[src/verilog/bpc_pkg.sv]
// ---------------------------------------------------------------
// Bus geometry and register map.
// ---------------------------------------------------------------
package bpc_pkg;
  localparam int          ADDR_W     = 8;
  localparam int          DATA_W     = 32;
  localparam logic [7:0]  BLK_EN_OFF = 8'h00;
  localparam logic [7:0]  CTL_OFF    = 8'h10;
  localparam logic        BLK_EN_RST = 1'h1;
  localparam int          BLK_EN_BIT = 31;

  // ---------------------------------------------------------------
  // Control word, indexed by field number (0 sits at bus bit 31).
  // ---------------------------------------------------------------
  localparam int          CTL_W      = 13;
  localparam logic [12:0] CTL_RST    = 13'h1f7e;
  localparam int          F_LOOP     = 0;
  localparam int          F_DUPLEX   = 1;
  localparam int          F_SQE      = 2;
  localparam int          F_LED      = 3;
  localparam int          F_SHARE    = 4;
  localparam int          F_USB_RATE = 5;
  localparam int          F_USB_PWR  = 6;
  localparam int          F_SPARE    = 7;
  localparam int          F_VID_LED  = 8;
  localparam int          F_VID_CLK  = 9;
  localparam int          F_VID_RST  = 10;
  localparam int          F_MODEM    = 11;
  localparam int          F_MFUNC    = 12;

  // ---------------------------------------------------------------
  // Daughter board kinds as strapped on the board type input.
  // ---------------------------------------------------------------
  localparam logic [2:0]  DBK_NONE      = 3'h0;
  localparam logic [2:0]  DBK_USB_VIDEO = 3'h1;
  localparam logic [2:0]  DBK_USB       = 3'h2;
  localparam logic [2:0]  DBK_CELL      = 3'h3;
  localparam logic [2:0]  DBK_FAST_ETH  = 3'h4;

  // ---------------------------------------------------------------
  // Bus slave states.
  // ---------------------------------------------------------------
  typedef enum logic [1:0] {
    BPC_IDLE = 2'h1,
    BPC_ACC  = 2'h2
  } bpc_apb_st_t;
endpackage

[src/verilog/bpc_apb_if.sv]
`timescale 1ns/100ps
module bpc_apb_if (
  // Clock and reset.
  input  wire logic clk,
  input  wire logic rstn,
  // Bus handshake.
  input  wire logic psel,
  input  wire logic penable,
  input  wire logic pwrite,
  output logic      pready,
  // Strobes to the register file.
  output logic      setup_stb,
  output logic      wr_stb
);
  import bpc_pkg::*;

  bpc_apb_st_t state_r;
  bpc_apb_st_t state_nxt;

  // Every transfer answers in its first access cycle, no wait states.
  always_comb begin
    state_nxt = state_r;
    case (state_r)
      BPC_IDLE: begin
        if (psel && !penable) begin
          state_nxt = BPC_ACC;
        end
      end
      BPC_ACC: begin
        if (psel && penable) begin
          state_nxt = BPC_IDLE;
        end
      end
      default: begin
        state_nxt = BPC_IDLE;
      end
    endcase
  end

  // State register.
  always_ff @(posedge clk or negedge rstn) begin
    if (!rstn) begin
      state_r <= BPC_IDLE;
    end else begin
      state_r <= state_nxt;
    end
  end

  // Strobes; a write lands only on the edge that completes it.
  assign pready    = (state_r == BPC_ACC);
  assign setup_stb = (state_r == BPC_IDLE) && psel && !penable;
  assign wr_stb    = (state_r == BPC_ACC) && psel && penable && pwrite;
endmodule

[src/verilog/bpc_fall_det.sv]
`timescale 1ns/100ps
module bpc_fall_det (
  // Clock and reset.
  input  wire logic clk,
  input  wire logic rstn,
  // Watched level and its falling-edge pulse.
  input  wire logic level,
  output logic      fall
);
  import bpc_pkg::*;

  logic prev_r;

  // The level idles high, so the history resets high to avoid a
  // false edge at reset release.
  always_ff @(posedge clk or negedge rstn) begin
    if (!rstn) begin
      prev_r <= 1'h1;
      fall   <= 1'h0;
    end else begin
      prev_r <= level;
      fall   <= prev_r && !level;
    end
  end
endmodule

[src/verilog/bpc_ctl.sv]
// Behaviour
// Field 0 high selects Ethernet loop-back.
// Field 1 low selects full duplex.
// Field 2 low starts simulated collision test.
// Field 3 low lights user lamp.
// Field 4 low enables board-dependent shared port.
// Field 5 high means USB full speed.
// Field 6 low switches USB power on.
// Field 8 low lights video activity lamp.
// Field 9 high enables video clock oscillator.
// Software enables video clock only when safe.
// Field 10 falling edge resets video encoder.
// Field 11 low enables modem on video board.
// Field 12 high selects modem data function.
// Access works only while block enabled.
// Register decoded at offset 0x10, accessible while block enabled.
// Defaults at reset; levels shown on connectors.
// Field 7 read-write; fields 13-31 ignored.
// Field 0 is bus bit 31.
`timescale 1ns/100ps
module bpc_ctl (
  // Clock and reset.
  input  wire logic                       CLK,
  input  wire logic                       RSTN,
  // Register bus.
  input  wire logic                       PSEL,
  input  wire logic                       PENABLE,
  input  wire logic                       PWRITE,
  input  wire logic [bpc_pkg::ADDR_W-1:0] PADDR,
  input  wire logic [bpc_pkg::DATA_W-1:0] PWDATA,
  output logic                            PREADY,
  output logic [bpc_pkg::DATA_W-1:0]      PRDATA,
  output logic                            PSLVERR,
  // Fitted daughter board kind.
  input  wire logic [2:0]                 DB_KIND,
  // Ethernet transceiver.
  output logic                            ETH_LOOPBACK,
  output logic                            ETH_FULL_DUPLEX_N,
  output logic                            SQE_TEST_ENABLE_N,
  // User lamp.
  output logic                            USER_LED_N,
  // Shared port enables.
  output logic                            USB_XCVR_ENABLE_N,
  output logic                            CELL_PORT_ENABLE_N,
  output logic                            FAST_ETHERNET_PORT_ENABLE_N,
  // USB port.
  output logic                            USB_RATE_SELECT,
  output logic                            USB_POWER_ENABLE_N,
  // Video.
  output logic                            VIDEO_ACTIVITY_LED_N,
  output logic                            VIDEO_CLOCK_SOURCE_ENABLE,
  output logic                            VIDEO_ENCODER_RESET_N,
  output logic                            VIDEO_ENCODER_RESET_FALL,
  // Modem tool.
  output logic                            MODEM_TOOL_ENABLE_N,
  output logic                            MODEM_FUNCTION_SELECT,
  // Raw levels towards the connectors.
  output logic [bpc_pkg::CTL_W-1:0]       CONN_LEVELS
);
  import bpc_pkg::*;

  // ---------------------------------------------------------------
  // Storage and decode.
  // ---------------------------------------------------------------
  logic              setup_stb;
  logic              wr_stb;
  logic              blk_en_r;
  logic [CTL_W-1:0]  ctl_r;
  logic [CTL_W-1:0]  ctl_nxt;
  logic [CTL_W-1:0]  wr_map;
  logic [DATA_W-1:0] ctl_word;
  logic [DATA_W-1:0] rd_word;
  logic              hit_ctl;
  logic              hit_en;
  logic              rd_err;
  logic              wr_ctl;
  logic              wr_en;

  // Bus handshake and strobes.
  bpc_apb_if u_apb (
    .clk       (CLK),
    .rstn      (RSTN),
    .psel      (PSEL),
    .penable   (PENABLE),
    .pwrite    (PWRITE),
    .pready    (PREADY),
    .setup_stb (setup_stb),
    .wr_stb    (wr_stb)
  );

  // Field n sits at bus bit 31-n in both directions.
  for (genvar i = 0; i < CTL_W; i++) begin : g_map
    assign wr_map[i]          = PWDATA[DATA_W-1-i];
    assign ctl_word[DATA_W-1-i] = ctl_r[i];
  end
  // Fields 13 to 31 have no storage and read as zero.
  assign ctl_word[DATA_W-CTL_W-1:0] = '0;

  // The enable register stays reachable, else the block is locked out.
  assign hit_en  = (PADDR == BLK_EN_OFF);
  assign hit_ctl = (PADDR == CTL_OFF) && blk_en_r;
  assign rd_err  = !(hit_en || hit_ctl);
  assign wr_ctl  = wr_stb && hit_ctl;
  assign wr_en   = wr_stb && hit_en;

  // Read word chosen by address.
  always_comb begin
    rd_word = '0;
    if (hit_ctl) begin
      rd_word = ctl_word;
    end else if (hit_en) begin
      rd_word[BLK_EN_BIT] = blk_en_r;
    end
  end

  // Next control word; unaddressed or disabled writes keep it.
  always_comb begin
    ctl_nxt = ctl_r;
    if (wr_ctl) begin
      ctl_nxt = wr_map;
    end
  end

  // Control word with its power-on defaults.
  always_ff @(posedge CLK or negedge RSTN) begin
    if (!RSTN) begin
      ctl_r <= CTL_RST;
    end else begin
      ctl_r <= ctl_nxt;
    end
  end

  // Block enable, an own register at the base of the window.
  always_ff @(posedge CLK or negedge RSTN) begin
    if (!RSTN) begin
      blk_en_r <= BLK_EN_RST;
    end else if (wr_en) begin
      blk_en_r <= PWDATA[BLK_EN_BIT];
    end
  end

  // Read data and error are caught in the setup cycle so they stand
  // from flip-flops through the access cycle.
  always_ff @(posedge CLK or negedge RSTN) begin
    if (!RSTN) begin
      PRDATA  <= '0;
      PSLVERR <= 1'h0;
    end else if (setup_stb) begin
      PRDATA  <= rd_word;
      PSLVERR <= rd_err;
    end
  end

  // ---------------------------------------------------------------
  // Peripheral control lines.
  // ---------------------------------------------------------------
  assign ETH_LOOPBACK      = ctl_r[F_LOOP];
  assign ETH_FULL_DUPLEX_N = ctl_r[F_DUPLEX];
  assign SQE_TEST_ENABLE_N = ctl_r[F_SQE];
  assign USER_LED_N        = ctl_r[F_LED];
  assign USB_RATE_SELECT   = ctl_r[F_USB_RATE];
  assign USB_POWER_ENABLE_N = ctl_r[F_USB_PWR];
  assign VIDEO_ACTIVITY_LED_N = ctl_r[F_VID_LED];
  // Software must prepare the processor first; nothing here blocks it.
  assign VIDEO_CLOCK_SOURCE_ENABLE = ctl_r[F_VID_CLK];
  assign VIDEO_ENCODER_RESET_N = ctl_r[F_VID_RST];
  assign MODEM_FUNCTION_SELECT = ctl_r[F_MFUNC];
  assign CONN_LEVELS       = ctl_r;

  // The shared enable reaches only the port of the fitted board; the
  // others stay inactive so a wrong board never sees a stray enable.
  always_ff @(posedge CLK or negedge RSTN) begin
    if (!RSTN) begin
      USB_XCVR_ENABLE_N           <= 1'h1;
      CELL_PORT_ENABLE_N          <= 1'h1;
      FAST_ETHERNET_PORT_ENABLE_N <= 1'h1;
    end else begin
      USB_XCVR_ENABLE_N <= ((DB_KIND == DBK_USB_VIDEO) ||
                            (DB_KIND == DBK_USB)) ?
                           ctl_r[F_SHARE] : 1'h1;
      CELL_PORT_ENABLE_N <= (DB_KIND == DBK_CELL) ?
                            ctl_r[F_SHARE] : 1'h1;
      FAST_ETHERNET_PORT_ENABLE_N <= (DB_KIND == DBK_FAST_ETH) ?
                                     ctl_r[F_SHARE] : 1'h1;
    end
  end

  // The modem tool runs only beside the video-capable board.
  always_ff @(posedge CLK or negedge RSTN) begin
    if (!RSTN) begin
      MODEM_TOOL_ENABLE_N <= 1'h1;
    end else begin
      MODEM_TOOL_ENABLE_N <= (DB_KIND == DBK_USB_VIDEO) ?
                             ctl_r[F_MODEM] : 1'h1;
    end
  end

  // The encoder reacts to the falling edge, so that edge is also
  // given as a pulse for logic that cannot watch a level.
  bpc_fall_det u_vid_fall (
    .clk   (CLK),
    .rstn  (RSTN),
    .level (ctl_r[F_VID_RST]),
    .fall  (VIDEO_ENCODER_RESET_FALL)
  );
endmodule

[config.mk]
export PLATFORM = sky130hd
export DESIGN_NAME = bpc_ctl
export DESIGN_NICKNAME = d
export VERILOG_FILES = /design/src/verilog/bpc_pkg.sv /design/src/verilog/bpc_apb_if.sv /design/src/verilog/bpc_fall_det.sv /design/src/verilog/bpc_ctl.sv
export SDC_FILE = /design/constraint.sdc
export NUM_CORES = 1
export LEC_CHECK = 0
export BUFFER_PORTS_ARGS = -buffer_cell sky130_fd_sc_hd__clkbuf_2
export CORE_ASPECT_RATIO = 1.1
export CORE_MARGIN = 2
export CORE_UTILIZATION = 41
export DETAILED_ROUTE_END_ITERATION = 10
export PLACE_DENSITY = 0.79
export SLEW_MARGIN = 25
export SYNTH_ARGS = -nofsm -noshare
export SYNTH_HDL_FRONTEND = slang
export SYNTH_SLANG_ARGS = --single-unit
[constraint.sdc]
create_clock -name CLK -period 2 [get_ports CLK]
set_clock_uncertainty 0.15 [all_clocks]
set_input_delay 0.4 -clock CLK [delete_from_list [all_inputs] [get_ports CLK]]
set_output_delay 0.4 -clock CLK [all_outputs]
set_load 0.01 [all_outputs]
======== Word-level counts from Yosys, hierarchy flattened ========
Index checks and enable logic that the tools add are counted.
storage, ports and cells
  register bits ........................... 55
  latch bits .............................. 0
  bits in writable memories ............... 0
  bits in read-only memories .............. 0
  bits of input ports ..................... 48
  memories ................................ 0
operators by class
  add/sub/neg operators ................... 0
  $mul .................................... 0
  div/mod/pow operators ................... 0
  magnitude comparators ................... 0
  equality and inequality tests ........... 9
  shift-type cells ........................ 0
  mux-type cells .......................... 10
  bitwise operators ....................... 0
  reductions and logical operators ........ 18
operator list
  kind                                                                     count
  31-bit two-way mux                                                       1
  1-bit logical AND                                                        11
  8-bit by 5-bit == test with 1-bit output, second input constant          1
  8-bit zero test                                                          1
  3-bit by 2-bit == test with 1-bit output, second input constant          2
  1-bit two-way mux                                                        6
  2-bit two-way mux                                                        2
  2-bit by 1-bit inequality test with 1-bit output, second input constant  2
  2-bit one-hot mux with 2 select lines                                    1
  3-bit by 1-bit == test with 1-bit output, second input constant          1
  3-bit == test, second input constant                                     1
  1-bit zero test                                                          3
  2-bit by 1-bit == test with 1-bit output, second input constant          1
  2-bit == test, second input constant                                     1
  1-bit logical OR                                                         2
  2-bit AND reduction                                                      1

======== Logic depth before layout (Yosys ltp) ========
  depth after elaboration ................. 5
  mapped depth ............................ 5

======== Modules after synthesis ========
Synthesis repeated with hierarchy kept, for this count alone.
second synthesis, totals
  cells, all modules ...................... 147
  area total of the unflattened synthesis .. 1750.4 um^2
by module, submodules not included
  module        times used  cells each  area each (um^2)  seq. area each (um^2)
  bpc_ctl       1           136         1577.8            820.8
  bpc_apb_if    1           8           107.6             51.3
  bpc_fall_det  1           3           65.1              51.3

======== Worst setup path before layout ========
No wires, ideal clock.
  path kind ............................... input port to flip-flop
  from .................................... input PADDR[1] (netlist bit)
  to ...................................... register ctl_r[7] (netlist: CONN_LEVELS[7])
  arrival ................................. 1.829 ns
  setup slack ............................. -0.104 ns
  stages on the path ...................... 4
  path buffers ............................ 1
  path through ............................ or4_4 > nor4_4 > buf_6 > mux2_2
between the ends
  longest elaborated chain between the ends .. 3
ends and longest elaborated chain
  element                                   RTL line        text
  start: declaration                        bpc_ctl.sv:29   input wire logic [bpc_pkg::ADDR_W-1:0] PADDR,
  8-bit by 5-bit == test with 1-bit output  bpc_ctl.sv:101  assign hit_ctl = (PADDR == CTL_OFF) && blk_en_r;
  1-bit logical AND                         bpc_ctl.sv:101
  1-bit logical AND                         bpc_ctl.sv:103  assign wr_ctl = wr_stb && hit_ctl;
  end signal: assignment                    bpc_ctl.sv:129  ctl_r <= ctl_nxt;
  end: declaration                          bpc_ctl.sv:68   logic [CTL_W-1:0] ctl_r;
Every way passes these cells.
A chain may end at the register's enable or synchronous reset.

======== Worst setup path after layout ========
  from .................................... register blk_en_r
  to ...................................... register ctl_r[7] (netlist: CONN_LEVELS[7])
between the ends
  longest elaborated chain between the ends .. 2
ends and longest elaborated chain
  element                   RTL line        text
  start: declaration        bpc_ctl.sv:67   logic blk_en_r;
  start signal: assignment  bpc_ctl.sv:138  blk_en_r <= PWDATA[BLK_EN_BIT];
  1-bit logical AND         bpc_ctl.sv:101
  1-bit logical AND         bpc_ctl.sv:103
Every way passes these cells.

==> impl_metrics.yaml <==
global_routing:
  first_global_vias: 1122
  grt_max_degree: 20
  grt_remaining_overflow: 0
  antenna_found_initial: 0
  grtUsageTotal_pct: 15.60
  grt_pass1_wl_mm: 5.306
power_and_ir_drop:
  ir_worst_vdd_uv: 487.0
  clkPwrFrac_pct: 37.2
  power_density_mw_per_mm2: 653.9
  p_seq_share_pct: 54.8
  p_comb_share_pct: 7.9
  intPower_mw: 1.032
  fin_total_pwr_mw: 1.361
  p_leak_nw: 1.077
  p_switching_mw: 0.3293
  sw_frac_of_total_pct: 24.19
timing:
  slew_viol_final: 0
  maxSlewHeadroom_pct: 66.42
  rsz0062_at_grt: "false"
  fmax_mhz: 533.1
  setup_violations: 0
  worst_slack_ns: 0.1243
  tightest_slew_ns: 0.4990
  period_minus_slack_ns: 1.876
  fin_crit_sh_pct: 93.78
  hold_viol_final: 0
worst_setup_path:
  r2r-end: "CONN_LEVELS[7]$_DFFE_PN0P_"
  r2r_start: "blk_en_r$_DFFE_PN1P_"
  cp.arrival_ns: 1.90
  ff2ff_path_depth: 4
  timing_worst_setup_path_type: "register to register"
  setup.worst_path.start: "blk_en_r$_DFFE_PN1P_"
  cp-end-kind: "register"
  path_max_fanout: 10
  worst-r2r-setup-slack_ns: 0.12
  worstSetupStartpointType: "register"
  worst_ep_required_time_ns: 2.03
die:
  die_area_sq_mm: 0.004592
  die_w_um: 64.79
  die_h_um: 70.87
  row_count: 24
  core_area_sq_mm: 0.003934
  start_util_pct: 42.37
  pin_count: 110
logic_synthesis:
  syn-instance-count: 127
  synth_ff_type: "dfstp_2"
  synth.distinct_cells: 31
  yosys_warnings: 0
  syn_avg_cell_area_sq_um: 13.12
  yosysSeqAreaShare_pct: 55.41
  synth_top_area_share_pct: 28.38
  synth_top_cell_by_area: "dfstp_2"
  async_flop_share_pct: 100.0
  synth_area_leaders: "dfstp_2, dfrtp_1, buf_4"
  synthesis.area_sq_mm: 0.001667
  ys_ff_latch: 36
  synth_edf_count: 0
place:
  post-place-ws_ns: -0.08351
  dp_cells: 241
  dp_hpwl_mm: 2.461
  gp_congestion: 0.7938
  port-buffer-count: 71
clock_network:
  root_buffer: "clkbuf_8"
  post_cts_resized: 0
  insertion_delay_ns: 0.29
  clk_pin_slew_ns: 0.08
  clockBufferDepth: 2
  cts_buffers: 5
  cts_tree: "done"
  clkSinkCount: 36
  htreeDepth: 2
finish:
  layout_commonest_cell: "clkbuf_2"
  final_cells: 250
  fill_cells: 369
  nets: 245
  layout_common_cells: "clkbuf_2, conb_1, dfstp_2, dfrtp_1, mux2_2"
  final_layout_size_suffix_gt1_share_pct: 61.11
  diodes: 0
  area_growth_pct: 24.93
hold_path:
  hp-class: "input port to register"
  hold-path-endpoint: "CONN_LEVELS[3]$_DFFE_PN1P_"
  hold_start: "PWDATA[28]"
  hold_path_depth: 2
drt:
  routed_wl_mm: 3.298
  vias: 1151
  route.detailed.drc: 0
  vias_per_cell: 4.604
  wl_per_cell_um: 13.19
  dr.pass1.iters: 4
  postRouteAntennaNets: 0
  drt_first_iter_violations: 28
job:
  maxCapViolCount: 0
run_status:
  run_status: "complete, no violations"
## state kept, by name, summed over array words and instances (netlist names)
signal,count
CELL_PORT_ENABLE_N,1
MODEM_TOOL_ENABLE_N,1
u_vid_fall.prev_r,1
CONN_LEVELS,13
FAST_ETHERNET_PORT_ENABLE_N,1
USB_XCVR_ENABLE_N,1
PRDATA,13
u_vid_fall.fall,1
u_apb.state_r,2
PSLVERR,1
blk_en_r,1
## final cells by class
cell class,count,area [sq um],share of cell area [%]
clock buffers,6,72.57,3.486
well taps,52,65.06,3.125
multi-input cells,73,558.0,26.80
clock inverters,2,16.27,0.7812
repair buffers,78,435.4,20.91
inverters,3,11.26,0.5409
flip-flops and latches,36,923.4,44.35
## synth_stat cells, types with 2 or more instances
library cell  count
dfrtp_1          18
nand2b_1          2
or3_1             2
dfstp_2          18
nand4bb_1         2
buf_4            29
nand2_1           2
nor4bb_1          2
or4b_2            2
a22o_1           12
o21ai_0           2
inv_1             3
mux2_2           14
clkbuf_1          2
## metal layers
metal	global-route usage [%]	part of all wire (%)	vias to the layer above
met5	0	0	-
met4	7.329	1.9	0
met3	5.564	8.5	6
met2	24.86	48	58
met1	18.85	42	541
li1	-	-	546
## kinds of logic after synthesis
family | synth area share [%]
flip-flops | 55.41
buffers and inverters | 15.17
AND/OR/NAND/NOR | 11.26
AO/OA/AOI/OAI | 7.958
multiplexers | 9.459
XOR/XNOR | 0.5256
other | 0.2250
## power by group through the flow
| stage | clock network [mW] | logic (mW) | registers (mW) |
|---|---|---|---|
| 3_3_place_gp | 0 | 0.105 | 0.758 |
| 5_1_grt | 0.561 | 0.121 | 0.747 |
| 2_1_floorplan | 0 | 0.0693 | 0.761 |
| 4_1_cts | 0.520 | 0.109 | 0.746 |
| 6_report | 0.507 | 0.108 | 0.746 |
| 3_5_place_dp | 0 | 0.107 | 0.759 |
## worst max-delay path: stages (launching register included)
cell and delay (ns):
dfstp_2 0.57, nand3_1 0.14, nor4_4 0.39, buf_12 0.18
mux2_2 0.34
## per-stage QoR
stage                     area (sq um)  hold slack [ns]  setup TNS, ns  utilization (%)
after CTS                         2082           0.1806              0            52.93
final                             2082           0.1896              0            52.93
after detailed placement          1983           0.2322        -0.5111            50.41
after global placement            1983           0.2250        -0.5177            50.41
after floorplan                   1734         -0.04559              0                -
after global routing              2082           0.1782              0            52.93
## what timing repair did
action,4_1_cts,5_1_grt
endpoints found under the hold margin,9,0
setup buffers,0,0
hold buffers,1,0
## how the worst max path moves through the flow
stage                                      end  cells past startpoint
global route        CONN_LEVELS[7]$_DFFE_PN0P_                      4
global placement    CONN_LEVELS[0]$_DFFE_PN0P_                      5
floorplan           CONN_LEVELS[7]$_DFFE_PN0P_                      4
finish              CONN_LEVELS[7]$_DFFE_PN0P_                      4
CTS                 CONN_LEVELS[7]$_DFFE_PN0P_                      4
detailed placement  CONN_LEVELS[7]$_DFFE_PN0P_                      5
Power figures use the tool's default switching activity.
